===== src/spbp_pkg.sv =====
// spbp_pkg: constants, state type and parity helper for the secondary bus port
// assumes one clock domain, the secondary clock, for every user of this package
package spbp_pkg;

	localparam int          AD_W           = 32;
	localparam int          CBE_W          = 4;
	localparam int          LEN_W          = 4;
	localparam int          CNT_W          = 3;
	// cycles after frame start within which a target must claim
	localparam logic [2:0]  DEVSEL_TIMEOUT = 3'h5;
	localparam logic [2:0]  CNT_ZERO       = 3'h0;
	localparam logic [2:0]  CNT_ONE        = 3'h1;
	localparam logic [3:0]  LEN_ONE        = 4'h1;
	// write commands have this command bit set
	localparam int          CMD_DIR_BIT    = 0;
	localparam logic [31:0] AD_RST         = 32'h0;
	localparam logic [3:0]  CBE_RST        = 4'h0;
	localparam logic        PAR_RST        = 1'h0;
	localparam logic        DEASSERTED     = 1'h1;

	typedef enum logic [2:0] {
		ST_IDLE, ST_M_ADDR, ST_M_DATA, ST_M_TURN, ST_T_DEC, ST_T_DATA, ST_T_TURN
	} spbp_state_e;

	// parity bit that makes the ones across ad, cbe and parity even
	function automatic logic even_par(input logic [31:0] ad, input logic [3:0] cbe);
		return ^{ad, cbe};
	endfunction

endpackage


===== src/spbp_sustain.sv =====
// spbp_sustain: one sustained tri-state control line driver
// assumes drive and assert_req are next-cycle values from the owner's state logic
module spbp_sustain (
	// clock and reset
	input  wire logic clock,
	input  wire logic rst_n,
	// request from owner
	input  wire logic drive,
	input  wire logic assert_req,
	// pin
	output logic      pin_n,
	output logic      pin_oe
);
	logic drv_ff, nxt_drv, pin_ff, nxt_pin, oe_ff, nxt_oe;

	// after the owner lets go the line is driven high one more cycle, then floated
	always_comb begin
		nxt_drv = drive;
		nxt_oe  = drive | drv_ff;
		nxt_pin = drive ? ~assert_req : spbp_pkg::DEASSERTED;
	end

	always_ff @(posedge clock or negedge rst_n) begin
		if (!rst_n) begin
			drv_ff <= 1'h0;
			oe_ff  <= 1'h0;
			pin_ff <= spbp_pkg::DEASSERTED;
		end else begin
			drv_ff <= nxt_drv;
			oe_ff  <= nxt_oe;
			pin_ff <= nxt_pin;
		end
	end

	assign pin_n  = pin_ff;
	assign pin_oe = oe_ff;
endmodule // spbp_sustain


===== src/spbp_parity.sv =====
// spbp_parity: parity generation one cycle behind ad/cbe, and received-data check
// assumes ad/cbe drive values and enable come from flip-flops in the port
module spbp_parity (
	// clock and reset
	input  wire logic        clock,
	input  wire logic        rst_n,
	// what the port drives on ad/cbe
	input  wire logic [31:0] ad_tx,
	input  wire logic [3:0]  cbe_tx,
	input  wire logic        ad_oe,
	// what the wires carry
	input  wire logic [31:0] ad_rx,
	input  wire logic [3:0]  cbe_rx,
	input  wire logic        par_rx,
	input  wire logic        chk,
	// parity pin and error pulse
	output logic             par_tx,
	output logic             par_oe,
	output logic             par_err
);
	logic        par_ff, nxt_par, oe_ff, nxt_oe, chk_ff, nxt_chk, err_ff, nxt_err;
	logic [31:0] ad_ff, nxt_ad;
	logic [3:0]  cbe_ff, nxt_cbe;

	// parity trails its data by a cycle, so its release trails too
	always_comb begin
		nxt_par = spbp_pkg::even_par(ad_tx, cbe_tx);
		nxt_oe  = ad_oe;
		nxt_chk = chk;
		nxt_ad  = chk ? ad_rx : ad_ff;
		nxt_cbe = chk ? cbe_rx : cbe_ff;
		nxt_err = chk_ff && (par_rx != spbp_pkg::even_par(ad_ff, cbe_ff));
	end

	always_ff @(posedge clock or negedge rst_n) begin
		if (!rst_n) begin
			par_ff <= spbp_pkg::PAR_RST;
			oe_ff  <= 1'h1;
			chk_ff <= 1'h0;
			ad_ff  <= spbp_pkg::AD_RST;
			cbe_ff <= spbp_pkg::CBE_RST;
			err_ff <= 1'h0;
		end else begin
			par_ff <= nxt_par;
			oe_ff  <= nxt_oe;
			chk_ff <= nxt_chk;
			ad_ff  <= nxt_ad;
			cbe_ff <= nxt_cbe;
			err_ff <= nxt_err;
		end
	end

	assign par_tx  = par_ff;
	assign par_oe  = oe_ff;
	assign par_err = err_ff;
endmodule // spbp_parity


===== src/spbp_port.sv =====
// spbp_port: secondary bus port, initiator and target state machine with pin drive
// assumes all bus inputs are synchronous to clock (the secondary clock) and that
// arbitration elsewhere supplies the internal grant
//
// Notes on behaviour
// - Parity makes ones across ad, cbe and parity an even count.
// - Address parity is valid the cycle after frame first asserts.
// - On reads we return, parity is driven one clock after target ready.
// - Parity floats one cycle after the ad lines float.
// - Idle with grant held, ad, cbe and parity are parked at valid levels.
// - A word moves only on an edge seeing both readies asserted.
// - Address and command in address phase, byte enables in data phases.
// - Frame stays asserted until the final data phase begins.
// - Once asserted, initiator or target ready holds until the phase ends.
// - Control lines are driven deasserted one cycle before floating.
// - As initiator, abort if no claim within 5 cycles of frame.
// - A target claims a transaction by asserting device select.
// - Stop from the target ends the transaction; the initiator obeys.
// - Lock is held across transactions meant to be atomic.
// - Everything here runs on the secondary clock only.
// - In reset controls float and ad, cbe, parity drive zero.
module spbp_port #(
	parameter int LEN_W = spbp_pkg::LEN_W
) (
	// clock and reset
	input  wire logic             clock,
	input  wire logic             rst_n,
	// address/data, command/byte enables, parity pins
	input  wire logic [31:0]      sec_ad_rx,
	output logic      [31:0]      sec_ad_tx,
	output logic                  sec_ad_oe,
	input  wire logic [3:0]       secondary_cmd_byte_enables_rx,
	output logic      [3:0]       secondary_cmd_byte_enables_tx,
	output logic                  secondary_cmd_byte_enables_oe,
	input  wire logic             secondary_parity_line_rx,
	output logic                  secondary_parity_line_tx,
	output logic                  secondary_parity_line_oe,
	// sustained control pins
	input  wire logic             sec_frame_n_rx,
	output logic                  sec_frame_n_tx,
	output logic                  sec_frame_n_oe,
	input  wire logic             secondary_initiator_ready_n_rx,
	output logic                  secondary_initiator_ready_n_tx,
	output logic                  secondary_initiator_ready_n_oe,
	input  wire logic             secondary_target_ready_n_rx,
	output logic                  secondary_target_ready_n_tx,
	output logic                  secondary_target_ready_n_oe,
	input  wire logic             secondary_target_claim_n_rx,
	output logic                  secondary_target_claim_n_tx,
	output logic                  secondary_target_claim_n_oe,
	input  wire logic             sec_stop_n_rx,
	output logic                  sec_stop_n_tx,
	output logic                  sec_stop_n_oe,
	output logic                  sec_lock_n_tx,
	output logic                  sec_lock_n_oe,
	// internal grant
	input  wire logic             grant_n,
	// initiator requests
	input  wire logic             mst_req,
	input  wire logic [3:0]       mst_cmd,
	input  wire logic [31:0]      mst_addr,
	input  wire logic [LEN_W-1:0] mst_len,
	input  wire logic             mst_lock,
	input  wire logic [31:0]      mst_wdata,
	input  wire logic [3:0]       mst_be,
	output logic                  mst_wtake,
	output logic      [31:0]      mst_rdata,
	output logic                  mst_rvalid,
	output logic                  mst_done,
	output logic                  mst_stopped,
	output logic                  mst_abort,
	// target side
	output logic                  tgt_start,
	output logic      [31:0]      tgt_addr,
	output logic      [3:0]       tgt_cmd,
	input  wire logic             tgt_claim,
	input  wire logic             tgt_ready,
	input  wire logic [31:0]      tgt_rdata,
	input  wire logic             tgt_stop,
	output logic                  tgt_rtake,
	output logic                  tgt_wvalid,
	output logic      [31:0]      tgt_wdata,
	output logic      [3:0]       tgt_wbe,
	output logic                  tgt_done,
	// received data parity mismatch
	output logic                  data_parity_err
);
	spbp_pkg::spbp_state_e state_ff, nxt_state;
	logic [LEN_W-1:0]      len_ff, nxt_len;
	logic [2:0]            cnt_ff, nxt_cnt;
	logic [31:0]           ad_ff, nxt_ad, rdata_ff, nxt_rdata, taddr_ff, nxt_taddr, wdata_ff, nxt_wdata;
	logic [3:0]            cbe_ff, nxt_cbe, cmd_ff, nxt_cmd, wbe_ff, nxt_wbe;
	logic                  ad_oe_ff, nxt_ad_oe, cbe_oe_ff, nxt_cbe_oe, seen_ff, nxt_seen, lock_ff, nxt_lock;
	logic                  idle_q_ff, nxt_idle_q, rvalid_ff, nxt_rvalid, done_ff, nxt_done;
	logic                  stopped_ff, nxt_stopped, abort_ff, nxt_abort, tstart_ff, nxt_tstart;
	logic                  wvalid_ff, nxt_wvalid, tdone_ff, nxt_tdone;
	logic                  frm_drv, frm_as, irdy_drv, irdy_as, trdy_drv, trdy_as;
	logic                  dev_drv, dev_as, stop_drv, stop_as, chk;
	logic                  xfer, bus_idle, is_wr, our_trdy, our_stop, last_ph, t_end;

	// bus status seen on the wires, our own drive included
	assign xfer     = !secondary_initiator_ready_n_rx && !secondary_target_ready_n_rx;
	assign bus_idle = sec_frame_n_rx && secondary_initiator_ready_n_rx;
	assign is_wr    = cmd_ff[spbp_pkg::CMD_DIR_BIT];
	assign our_trdy = secondary_target_ready_n_oe && !secondary_target_ready_n_tx;
	assign our_stop = sec_stop_n_oe && !sec_stop_n_tx;
	assign last_ph  = sec_frame_n_tx; // frame already released means final phase
	assign t_end    = sec_frame_n_rx && !secondary_initiator_ready_n_rx && ((our_trdy && xfer) || our_stop);

	// next-state logic for both roles; pins are registered so they move with the state
	always_comb begin
		nxt_state = state_ff;   nxt_len = len_ff;     nxt_cnt = cnt_ff;     nxt_ad = ad_ff;
		nxt_cbe = cbe_ff;       nxt_cmd = cmd_ff;     nxt_ad_oe = ad_oe_ff; nxt_cbe_oe = cbe_oe_ff;
		nxt_seen = seen_ff;     nxt_lock = lock_ff;   nxt_rdata = rdata_ff; nxt_taddr = taddr_ff;
		nxt_wdata = wdata_ff;   nxt_wbe = wbe_ff;     nxt_idle_q = bus_idle;
		nxt_rvalid = 1'h0;      nxt_done = 1'h0;      nxt_stopped = stopped_ff;
		nxt_abort = 1'h0;       nxt_tstart = 1'h0;    nxt_wvalid = 1'h0;    nxt_tdone = 1'h0;
		frm_drv = 1'h0;  frm_as = 1'h0;  irdy_drv = 1'h0; irdy_as = 1'h0; trdy_drv = 1'h0;
		trdy_as = 1'h0;  dev_drv = 1'h0; dev_as = 1'h0;   stop_drv = 1'h0; stop_as = 1'h0;
		mst_wtake = 1'h0; tgt_rtake = 1'h0; chk = 1'h0;
		case (state_ff)
			spbp_pkg::ST_IDLE: begin
				nxt_ad_oe  = !grant_n && bus_idle;
				nxt_cbe_oe = !grant_n && bus_idle;
				if (!mst_lock)
					nxt_lock = 1'h0;
				if (mst_req && !grant_n && bus_idle) begin
					nxt_state = spbp_pkg::ST_M_ADDR;
					nxt_ad = mst_addr;
					nxt_cbe = mst_cmd;
					nxt_cmd = mst_cmd;
					nxt_len = mst_len;
					nxt_cnt = spbp_pkg::CNT_ZERO;
					nxt_seen = 1'h0;
					nxt_lock = mst_lock;
					nxt_stopped = 1'h0;
					frm_drv = 1'h1;
					frm_as = 1'h1;
				end else if (idle_q_ff && !sec_frame_n_rx) begin
					// another initiator's address phase: latch it for decode
					nxt_state = spbp_pkg::ST_T_DEC;
					nxt_taddr = sec_ad_rx;
					nxt_cmd = secondary_cmd_byte_enables_rx;
					nxt_tstart = 1'h1;
					nxt_ad_oe = 1'h0;
					nxt_cbe_oe = 1'h0;
				end
			end
			spbp_pkg::ST_M_ADDR: begin
				nxt_state = spbp_pkg::ST_M_DATA;
				nxt_cnt = cnt_ff + spbp_pkg::CNT_ONE;
				frm_drv = 1'h1;
				frm_as = len_ff > spbp_pkg::LEN_ONE;
				irdy_drv = 1'h1;
				irdy_as = 1'h1;
				nxt_cbe = mst_be;
				nxt_ad_oe = is_wr; // reads turn the ad lines around
				nxt_ad = mst_wdata;
				mst_wtake = is_wr;
			end
			spbp_pkg::ST_M_DATA: begin
				frm_drv = 1'h1;
				frm_as = !last_ph;
				irdy_drv = 1'h1;
				irdy_as = 1'h1;
				if (cnt_ff != spbp_pkg::DEVSEL_TIMEOUT)
					nxt_cnt = cnt_ff + spbp_pkg::CNT_ONE;
				if (!secondary_target_claim_n_rx)
					nxt_seen = 1'h1;
				if (!seen_ff && secondary_target_claim_n_rx && cnt_ff == spbp_pkg::DEVSEL_TIMEOUT) begin
					// nobody claimed: master abort
					nxt_state = spbp_pkg::ST_M_TURN;
					frm_drv = 1'h0;
					irdy_drv = 1'h0;
					nxt_ad_oe = 1'h0;
					nxt_cbe_oe = 1'h0;
					nxt_abort = 1'h1;
					nxt_done = 1'h1;
				end else begin
					if (xfer) begin
						nxt_len = len_ff - spbp_pkg::LEN_ONE;
						nxt_rvalid = !is_wr;
						nxt_rdata = sec_ad_rx;
						chk = !is_wr;
					end
					if (last_ph && (xfer || !sec_stop_n_rx)) begin
						nxt_state = spbp_pkg::ST_M_TURN;
						frm_drv = 1'h0;
						irdy_drv = 1'h0;
						nxt_ad_oe = 1'h0;
						nxt_cbe_oe = 1'h0;
						nxt_done = 1'h1;
						nxt_stopped = !sec_stop_n_rx;
					end else if (!sec_stop_n_rx) begin
						frm_as = 1'h0;
					end else if (xfer) begin
						frm_as = nxt_len > spbp_pkg::LEN_ONE;
						nxt_ad = mst_wdata;
						nxt_cbe = mst_be;
						mst_wtake = is_wr;
					end
				end
			end
			spbp_pkg::ST_T_DEC: begin
				if (tgt_claim && !sec_frame_n_rx) begin
					nxt_state = spbp_pkg::ST_T_DATA;
					dev_drv = 1'h1;
					dev_as = 1'h1;
					stop_drv = 1'h1;
					trdy_drv = 1'h1;
				end else begin
					nxt_state = spbp_pkg::ST_IDLE;
				end
			end
			spbp_pkg::ST_T_DATA: begin
				dev_drv = 1'h1;
				dev_as = 1'h1;
				stop_drv = 1'h1;
				stop_as = our_stop || tgt_stop;
				trdy_drv = 1'h1;
				trdy_as = our_trdy && !xfer;
				nxt_ad_oe = !is_wr;
				if (our_trdy && xfer) begin
					nxt_wvalid = is_wr;
					nxt_wdata = sec_ad_rx;
					nxt_wbe = secondary_cmd_byte_enables_rx;
					chk = is_wr;
				end
				if (t_end) begin
					nxt_state = spbp_pkg::ST_T_TURN;
					dev_drv = 1'h0;
					stop_drv = 1'h0;
					trdy_drv = 1'h0;
					nxt_ad_oe = 1'h0;
					nxt_tdone = 1'h1;
				end else if ((!our_trdy || xfer) && tgt_ready && !stop_as) begin
					trdy_as = 1'h1;
					nxt_ad = tgt_rdata;
					tgt_rtake = !is_wr;
				end
			end
			default: begin
				// turnaround: lines go to their one deasserted cycle, then float
				nxt_state = spbp_pkg::ST_IDLE;
				nxt_ad_oe = 1'h0;
				nxt_cbe_oe = 1'h0;
			end
		endcase
	end

	// single secondary clock domain; ad, cbe driven to zero under reset
	always_ff @(posedge clock or negedge rst_n) begin
		if (!rst_n) begin
			state_ff <= spbp_pkg::ST_IDLE;  len_ff <= '0;          cnt_ff <= spbp_pkg::CNT_ZERO;
			ad_ff <= spbp_pkg::AD_RST;      cbe_ff <= spbp_pkg::CBE_RST;
			ad_oe_ff <= 1'h1;               cbe_oe_ff <= 1'h1;    cmd_ff <= spbp_pkg::CBE_RST;
			seen_ff <= 1'h0;                lock_ff <= 1'h0;      idle_q_ff <= 1'h0;
			rdata_ff <= spbp_pkg::AD_RST;   taddr_ff <= spbp_pkg::AD_RST;
			wdata_ff <= spbp_pkg::AD_RST;   wbe_ff <= spbp_pkg::CBE_RST;
			rvalid_ff <= 1'h0;  done_ff <= 1'h0;   stopped_ff <= 1'h0; abort_ff <= 1'h0;
			tstart_ff <= 1'h0;  wvalid_ff <= 1'h0; tdone_ff <= 1'h0;
		end else begin
			state_ff <= nxt_state;  len_ff <= nxt_len;      cnt_ff <= nxt_cnt;
			ad_ff <= nxt_ad;        cbe_ff <= nxt_cbe;
			ad_oe_ff <= nxt_ad_oe;  cbe_oe_ff <= nxt_cbe_oe; cmd_ff <= nxt_cmd;
			seen_ff <= nxt_seen;    lock_ff <= nxt_lock;    idle_q_ff <= nxt_idle_q;
			rdata_ff <= nxt_rdata;  taddr_ff <= nxt_taddr;
			wdata_ff <= nxt_wdata;  wbe_ff <= nxt_wbe;
			rvalid_ff <= nxt_rvalid; done_ff <= nxt_done;   stopped_ff <= nxt_stopped; abort_ff <= nxt_abort;
			tstart_ff <= nxt_tstart; wvalid_ff <= nxt_wvalid; tdone_ff <= nxt_tdone;
		end
	end

	// sustained control line drivers
	spbp_sustain u_frame (.clock(clock), .rst_n(rst_n), .drive(frm_drv), .assert_req(frm_as),
		.pin_n(sec_frame_n_tx), .pin_oe(sec_frame_n_oe));
	spbp_sustain u_irdy (.clock(clock), .rst_n(rst_n), .drive(irdy_drv), .assert_req(irdy_as),
		.pin_n(secondary_initiator_ready_n_tx), .pin_oe(secondary_initiator_ready_n_oe));
	spbp_sustain u_trdy (.clock(clock), .rst_n(rst_n), .drive(trdy_drv), .assert_req(trdy_as),
		.pin_n(secondary_target_ready_n_tx), .pin_oe(secondary_target_ready_n_oe));
	spbp_sustain u_claim (.clock(clock), .rst_n(rst_n), .drive(dev_drv), .assert_req(dev_as),
		.pin_n(secondary_target_claim_n_tx), .pin_oe(secondary_target_claim_n_oe));
	spbp_sustain u_stop (.clock(clock), .rst_n(rst_n), .drive(stop_drv), .assert_req(stop_as),
		.pin_n(sec_stop_n_tx), .pin_oe(sec_stop_n_oe));
	spbp_sustain u_lock (.clock(clock), .rst_n(rst_n), .drive(nxt_lock), .assert_req(nxt_lock),
		.pin_n(sec_lock_n_tx), .pin_oe(sec_lock_n_oe));

	// parity follows ad/cbe drive one cycle later
	spbp_parity u_par (.clock(clock), .rst_n(rst_n), .ad_tx(ad_ff), .cbe_tx(cbe_ff), .ad_oe(ad_oe_ff),
		.ad_rx(sec_ad_rx), .cbe_rx(secondary_cmd_byte_enables_rx), .par_rx(secondary_parity_line_rx),
		.chk(chk), .par_tx(secondary_parity_line_tx), .par_oe(secondary_parity_line_oe),
		.par_err(data_parity_err));

	assign sec_ad_tx = ad_ff;
	assign sec_ad_oe = ad_oe_ff;
	assign secondary_cmd_byte_enables_tx = cbe_ff;
	assign secondary_cmd_byte_enables_oe = cbe_oe_ff;
	assign mst_rdata = rdata_ff;   assign mst_rvalid = rvalid_ff; assign mst_done = done_ff;
	assign mst_stopped = stopped_ff; assign mst_abort = abort_ff;
	assign tgt_start = tstart_ff;  assign tgt_addr = taddr_ff;    assign tgt_cmd = cmd_ff;
	assign tgt_wvalid = wvalid_ff; assign tgt_wdata = wdata_ff;   assign tgt_wbe = wbe_ff;
	assign tgt_done = tdone_ff;
endmodule // spbp_port


===== config.mk =====
export PLATFORM = sky130hd
export DESIGN_NAME = spbp_port
export DESIGN_NICKNAME = d
export VERILOG_FILES = /design/src/spbp_pkg.sv /design/src/spbp_sustain.sv /design/src/spbp_parity.sv /design/src/spbp_port.sv
export SDC_FILE = /design/constraint.sdc
export NUM_CORES = 1
export LEC_CHECK = 0
export ABC_AREA = 1
export BUFFER_PORTS_ARGS = -buffer_cell sky130_fd_sc_hd__buf_2
export CAP_MARGIN = 0
export CORE_MARGIN = 8
export CORE_UTILIZATION = 47
export DETAILED_ROUTE_END_ITERATION = 12
export GPL_ROUTABILITY_DRIVEN = 0
export PLACE_DENSITY_LB_ADDON = 0.3
export SETUP_SLACK_MARGIN = 0.3
export SYNTH_ARGS = -nofsm -noshare
export SYNTH_HDL_FRONTEND = slang
export SYNTH_HIERARCHICAL = 1
export SYNTH_SLANG_ARGS = --single-unit

===== constraint.sdc =====
create_clock -name clock -period 2.1 [get_ports clock]
set_input_delay 0.315 -clock clock [delete_from_list [all_inputs] [get_ports clock]]
set_output_delay 0.315 -clock clock [all_outputs]
set_load 0.05 [all_outputs]

* Yosys cells after proc, flatten, opt, wreduce, memory -nomap -nowiden
Cells that the tools add are included.
Storage, ports and cells: flip-flop bits (word level) 215, logic and storage cells 234, bits of input ports 158, output and inout bits 166
Operators by class: multiplexer cells 97, add/sub/neg operators 2, bitwise logic cells 14, order comparisons 2, reductions and logical operators 58, equal/unequal tests 20
Operators by type and width (number):
- $mux W32 | 7
- $pmux W32 S4 | 1
- $reduce_xor A36 Y1 | 2
- $mux W1 | 54
- $mux W4 | 12
- $mux W3 | 8
- $ne A2 B2 Y1 const B | 11
- $logic_and A1 B1 Y1 | 19
- $reduce_and A3 Y1 | 6
- $pmux W3 S5 | 1
- $pmux W1 S2 | 7
- $logic_not A1 Y1 | 13
- $pmux W4 S3 | 1
- $not A1 Y1 | 10
- $eq A3 B3 Y1 const B | 3
- $ne A3 B3 Y1 const B | 3
- $pmux W1 S3 | 3
- $pmux W3 S3 | 1
- $gt A4 B1 Y1 const B | 2
- $pmux W4 S2 | 1
- $reduce_and A2 Y1 | 4
- $reduce_and A8 Y1 | 1
- $reduce_and A6 Y1 | 1
- $pmux W1 S5 | 1
- other kinds (14) | 21

* Longest topological paths before layout
word-level depth 13, depth in mapped cells 14, depth with buffers taken out 14

* Cells and area by module
Netlist, hierarchy kept.
Modules (own cells, without submodules):
- spbp_port | area an instance 7245.7 um^2, times used 1, cells each 887, sequential area each 4056.4 um^2
- spbp_parity | area an instance 2539.9 um^2, times used 1, cells each 358, sequential area each 1002.2 um^2
- spbp_sustain | area an instance 91.3 um^2, times used 6, cells each 7, sequential area each 76.3 um^2

* Least setup slack after synthesis
OpenSTA, ideal clock, no wires.
path kind register to output, start register state_ff[1], end output tgt_rtake, slack -0.517 ns, stages on the path, launching flop included 6, data required time 1.785 ns, data arrival time 2.302 ns, buffers on the path 2, cell sequence dfrtp_1 > buf_2 > nor3_4 > clkbuf_1 > nand3_1 > nor3_1
On the way: word-level cells in the longest chain between the ends 2
Ends and longest elaborated chain:
- from (decl) | RTL line spbp_port.sv:88 | spbp_pkg::spbp_state_e state_ff, nxt_state;
- from (signal assigned) | RTL line spbp_port.sv:263 | state_ff <= nxt_state; len_ff <= nxt_len; cnt_ff <= nxt_cnt;
- $eq A3 B3 Y1 | RTL line spbp_port.sv:121 | case (state_ff)
- $mux W1 | RTL line spbp_port.sv:121
- to (decl) | RTL line spbp_port.sv:80 | output logic tgt_rtake,
Every way passes these cells.

* Worst setup path after layout
start register state_ff[2], end output mst_wtake
On the way: word-level cells in the longest chain between the ends 2, elaborated cells between the ends (all ways) 3, those cells by class eq/ne (2); mux (1)
Ends and longest elaborated chain:
- $eq A3 B2 Y1 or $eq A3 B1 Y1 (tied branches) | RTL line spbp_port.sv:121
- $pmux W1 S2 * | RTL line spbp_port.sv:121
- to (decl) | RTL line spbp_port.sv:66 | output logic mst_wtake,
Every way passes the cells marked *; elsewhere a longest branch is shown, timed or not.

==> impl_metrics.csv <==
group,metric,value,unit
grt,grt_start_max_net_pins,74,
floorplanning,io_pins,324,
finish,multi_input_area,4630,sq um
hold_path,hold_path_class,"in2reg",
setup_path,crit_chain,"buf_6 -> nor2_4 -> nand2_2 -> inv_2 -> nand2_2 -> nor2_4 -> nand2_2 -> a21oi_4 -> buf_6",
finish,drive_gt1_share,33.5,%
power_and_ir_drop,netSwitchingFraction,49.0,%
setup_path,max_stage_delay,400,ps
floorplanning,rows,54,
drt,via_per_inst,5.14,
setup_path,cp_slowest_cell,"dfrtp_1",
grt,use_met1,27.5,%
setup_path,path_class,"reg2out",
power_and_ir_drop,p_leak,7.97,nW
finish,nNetsFinal,1825,
grt,overflow,0,
drt,dr.pass1.iters,5,
finish,ff_latch_area,5520,sq um
logic_synthesis,ys_ff_latch,220,
timing,setup_viol,2,
setup_path,critPathMaxFanout,2,
timing,skew,26.6,ps
clocking,insertion_delay,520,ps
clocking,cts_inserted_buffers,24,
clocking,ctsRootBufferMaster,"clkbuf_16",
setup_path,reg2reg_depth,13,
timing,worst_pin_slew,625,ps
setup_path,endpoint,"mst_wtake",
timing,fin_crit,2170,ps
setup_path,cp_data_arrival_time,1860,ps
drt,routedWlPerCell,17.5,microns
drt,drt_iter0_markers,593,
logic_synthesis,ys_seq_area_share,53.4,%
logic_synthesis,yosysTopAreaCell,"dfrtp_1",
logic_synthesis,ys_warn_count,6,
clocking,clock_sinks,220,
floorplanning,start_util,47.6,%
outcome,status,"finished with violations",
finish,final_util,66.8,%
power_and_ir_drop,internal_power,12.7,mW
floorplanning,core-area,21700,sq um
setup_path,worst_setup_path_start_kind,"flip-flop",
outcome,violations,"setup timing",
logic_synthesis,synth_cells,1287,
setup_path,timing.rr.start,"state_ff[2]",
floorplanning,dieArea,27000,sq um
timing,rsz0062_at_grt,"yes",
clocking,clockBufferDepth,3,
grt,gr-usage-met2,39.4,%
timing,max_freq,461,MHz
floorplanning,dieHeight,164,microns
job,cap_violations,0,
grt,busiest_layer,"met2",
logic_synthesis,netlist_area,10300,sq um
clocking,cts_tree,"built",
grt,grt_pass1_wl,49700,microns
setup_path,setup.worst_path.start,"state_ff[2]",
timing,maxSlewHeadroom,58.3,%
power_and_ir_drop,pwr-share-clk,17.0,%
floorplanning,die_w,164,microns
setup_path,reg2reg_to,"u_par/ad_ff[20]",
clocking,htree_levels,1,
logic_synthesis,synth.avg_cell_area,8.03,sq um
clocking,clkTransAtPathRegs,60,ps
timing,hold_violations,0,
setup_path,critPathCaptureType,"primary output",
drt,num_vias,10100,
drt,ant_nets,0,
power_and_ir_drop,power.total,24.8,mW
place,io_buffer_count,323,
setup_path,crit_top_cell,"nand2_2",
power_and_ir_drop,power_frac_seq,28.0,%
finish,fillers,1738,
finish,layout_commonest_cell,"nand2_1",
grt,grt_pass1_vias,9848,
grt,antenna_found_initial,2,
timing,slew_viol_final,0,
logic_synthesis,syn_nets,1449,
drt,finalWirelength,34400,microns
setup_path,cp.required,1780,ps
grt,track_usage,22.6,%
power_and_ir_drop,switchingPower,12.2,mW
power_and_ir_drop,powerDensity,1710,nW/um^2
setup_path,regToRegSetupSlack,30,ps
drt,drc,0,
place,dp_hpwl,22400,microns
power_and_ir_drop,power_frac_comb,55.1,%
logic_synthesis,synth_top_area_share,51.1,%
logic_synthesis,ys_top_cells_by_area,"dfrtp_1 (51%), nand2_1 (19%), o21ai_0 (5.8%), inv_1 (4.4%), nand3_1 (4.3%)",
timing,fin_crit_sh,103,%
finish,final_cell_mix,"nand2_1 (478), buf_2 (320), dfrtp_1 (209)",
logic_synthesis,synthDistinctLibCells,34,
finish,synthToLayoutAreaGrowth,40.2,%
grt,grt_use_met3,5.36,%
timing,setup_slack,-70.3,ps
power_and_ir_drop,ir_worst_vdd,0.938,mV
[metal layers]
metal  up-vias  routed length, microns
li1       4817                       -
met1      4758                   13100
met2       422                   17500
met3        68                    2900
met4         2                     829
met5         -                      14
[how the worst min path moves through the flow]
stage / start / end / slack (ps) / depth (start not counted)
floorplan: rst_n / cnt_ff[0] / 20 / 0
global placement: rst_n / tgt_start / 330 / 1
CTS: sec_ad_rx[0] / u_par/ad_ff[0] / 20 / 3
finish: sec_ad_rx[28] / u_par/ad_ff[28] / 50 / 3
detailed placement: rst_n / tgt_addr[0] / 330 / 1
global route: sec_ad_rx[28] / u_par/ad_ff[28] / 40 / 3
[what timing repair did]
item,4_1_cts,5_1_grt
setup endpoints to repair,86,155
hold endpoints to repair,58,0
cloned,6,15
gates resized for setup,57,158
hold buffers,1,0
pin swaps,20,11
buffers inserted,21,6
[layout make-up]
type	count	share of cell area (%)
multi-input cells	895	32.0
diodes	1	0.0173
clock inverters	11	0.872
flip-flops and latches	220	38.1
inverters	126	3.38
well taps	280	2.42
repair buffers	396	18.6
clock buffers	31	4.60
[state kept, by name (all words and copies together) (netlist names), 3 cells and up]
name                           count
u_par/cbe_ff                       4
sec_ad_tx                         32
u_par/ad_ff                       32
cnt_ff                             3
tgt_addr                          32
state_ff                           3
len_ff                             4
tgt_cmd                            4
tgt_wbe                            4
secondary_cmd_byte_enables_tx      4
mst_rdata                         32
tgt_wdata                         32
[cells by family after synthesis]
logic type | after synthesis | share of synthesized area (%)
AO/OA/AOI/OAI | 165 | 8.23
buffers and inverters | 176 | 6.77
multiplexers | 11 | 1.19
AND/OR/NAND/NOR | 667 | 26.2
XOR/XNOR | 44 | 3.73
adder cells (fa/ha/maj) | 4 | 0.484
flip-flops | 220 | 53.4
[through the flow]
step | setup slack (ps) | hold WS, ps | TNS (ps) | cells | cell area (sq um)
2_1_floorplan | 100 | 19.4 | 0 | 1287 | 10400
3_3_place_gp | 9.01 | 327 | 0 | 1868 | 12400
3_5_place_dp | -33.4 | 335 | -421 | 1868 | 12400
4_1_cts | -46.3 | 20.0 | -90.2 | 1938 | 13700
5_1_grt | -152 | 39.3 | -419 | 1960 | 14500
6_report | -70.3 | 45.0 | -133 | 1960 | 14500
[synthesized netlist by cell type]
library cell  number
nand2_1          525
dfrtp_1          211
inv_1            120
o21ai_0          120
nand3_1           88
xnor2_1           30
nor2_1            28
o21ai_1           28
clkbuf_1          27
buf_2             16
xor2_1            14
mux2_2            10
dfstp_2            9
a21oi_1            7
inv_2              6
buf_4              5
nand2_2            5
nand4_1            5
nor3_1             5
a31oi_1            4
ha_1               4
nand3b_1           3
nor2_4             3
buf_1              2
nand3_2            2
o211ai_1           2
a21oi_2            1
mux2i_1            1
nor2_2             1
nor3_4             1
o2111ai_1          1
o21ai_2            1
o22a_1             1
or2_2              1
[critical path, delay by kind of cell (launching register included)]
family                 cells  cell delay [ps]
AO/OA/AOI/OAI              1              140
flip-flops                 1              400
AND/OR/NAND/NOR            5              430
buffers and inverters      3              360
[power by group through the flow]
stage	sequential, mW	combinational [mW]	clock, mW
finish	6.94	13.7	4.21
global route	7.13	14.9	4.43
CTS	6.84	13.2	4.29
detailed placement	6.89	12.2	0
global placement	6.84	12.0	0
floorplan	10.2	5.85	0
(Power assumes the default switching activity.)
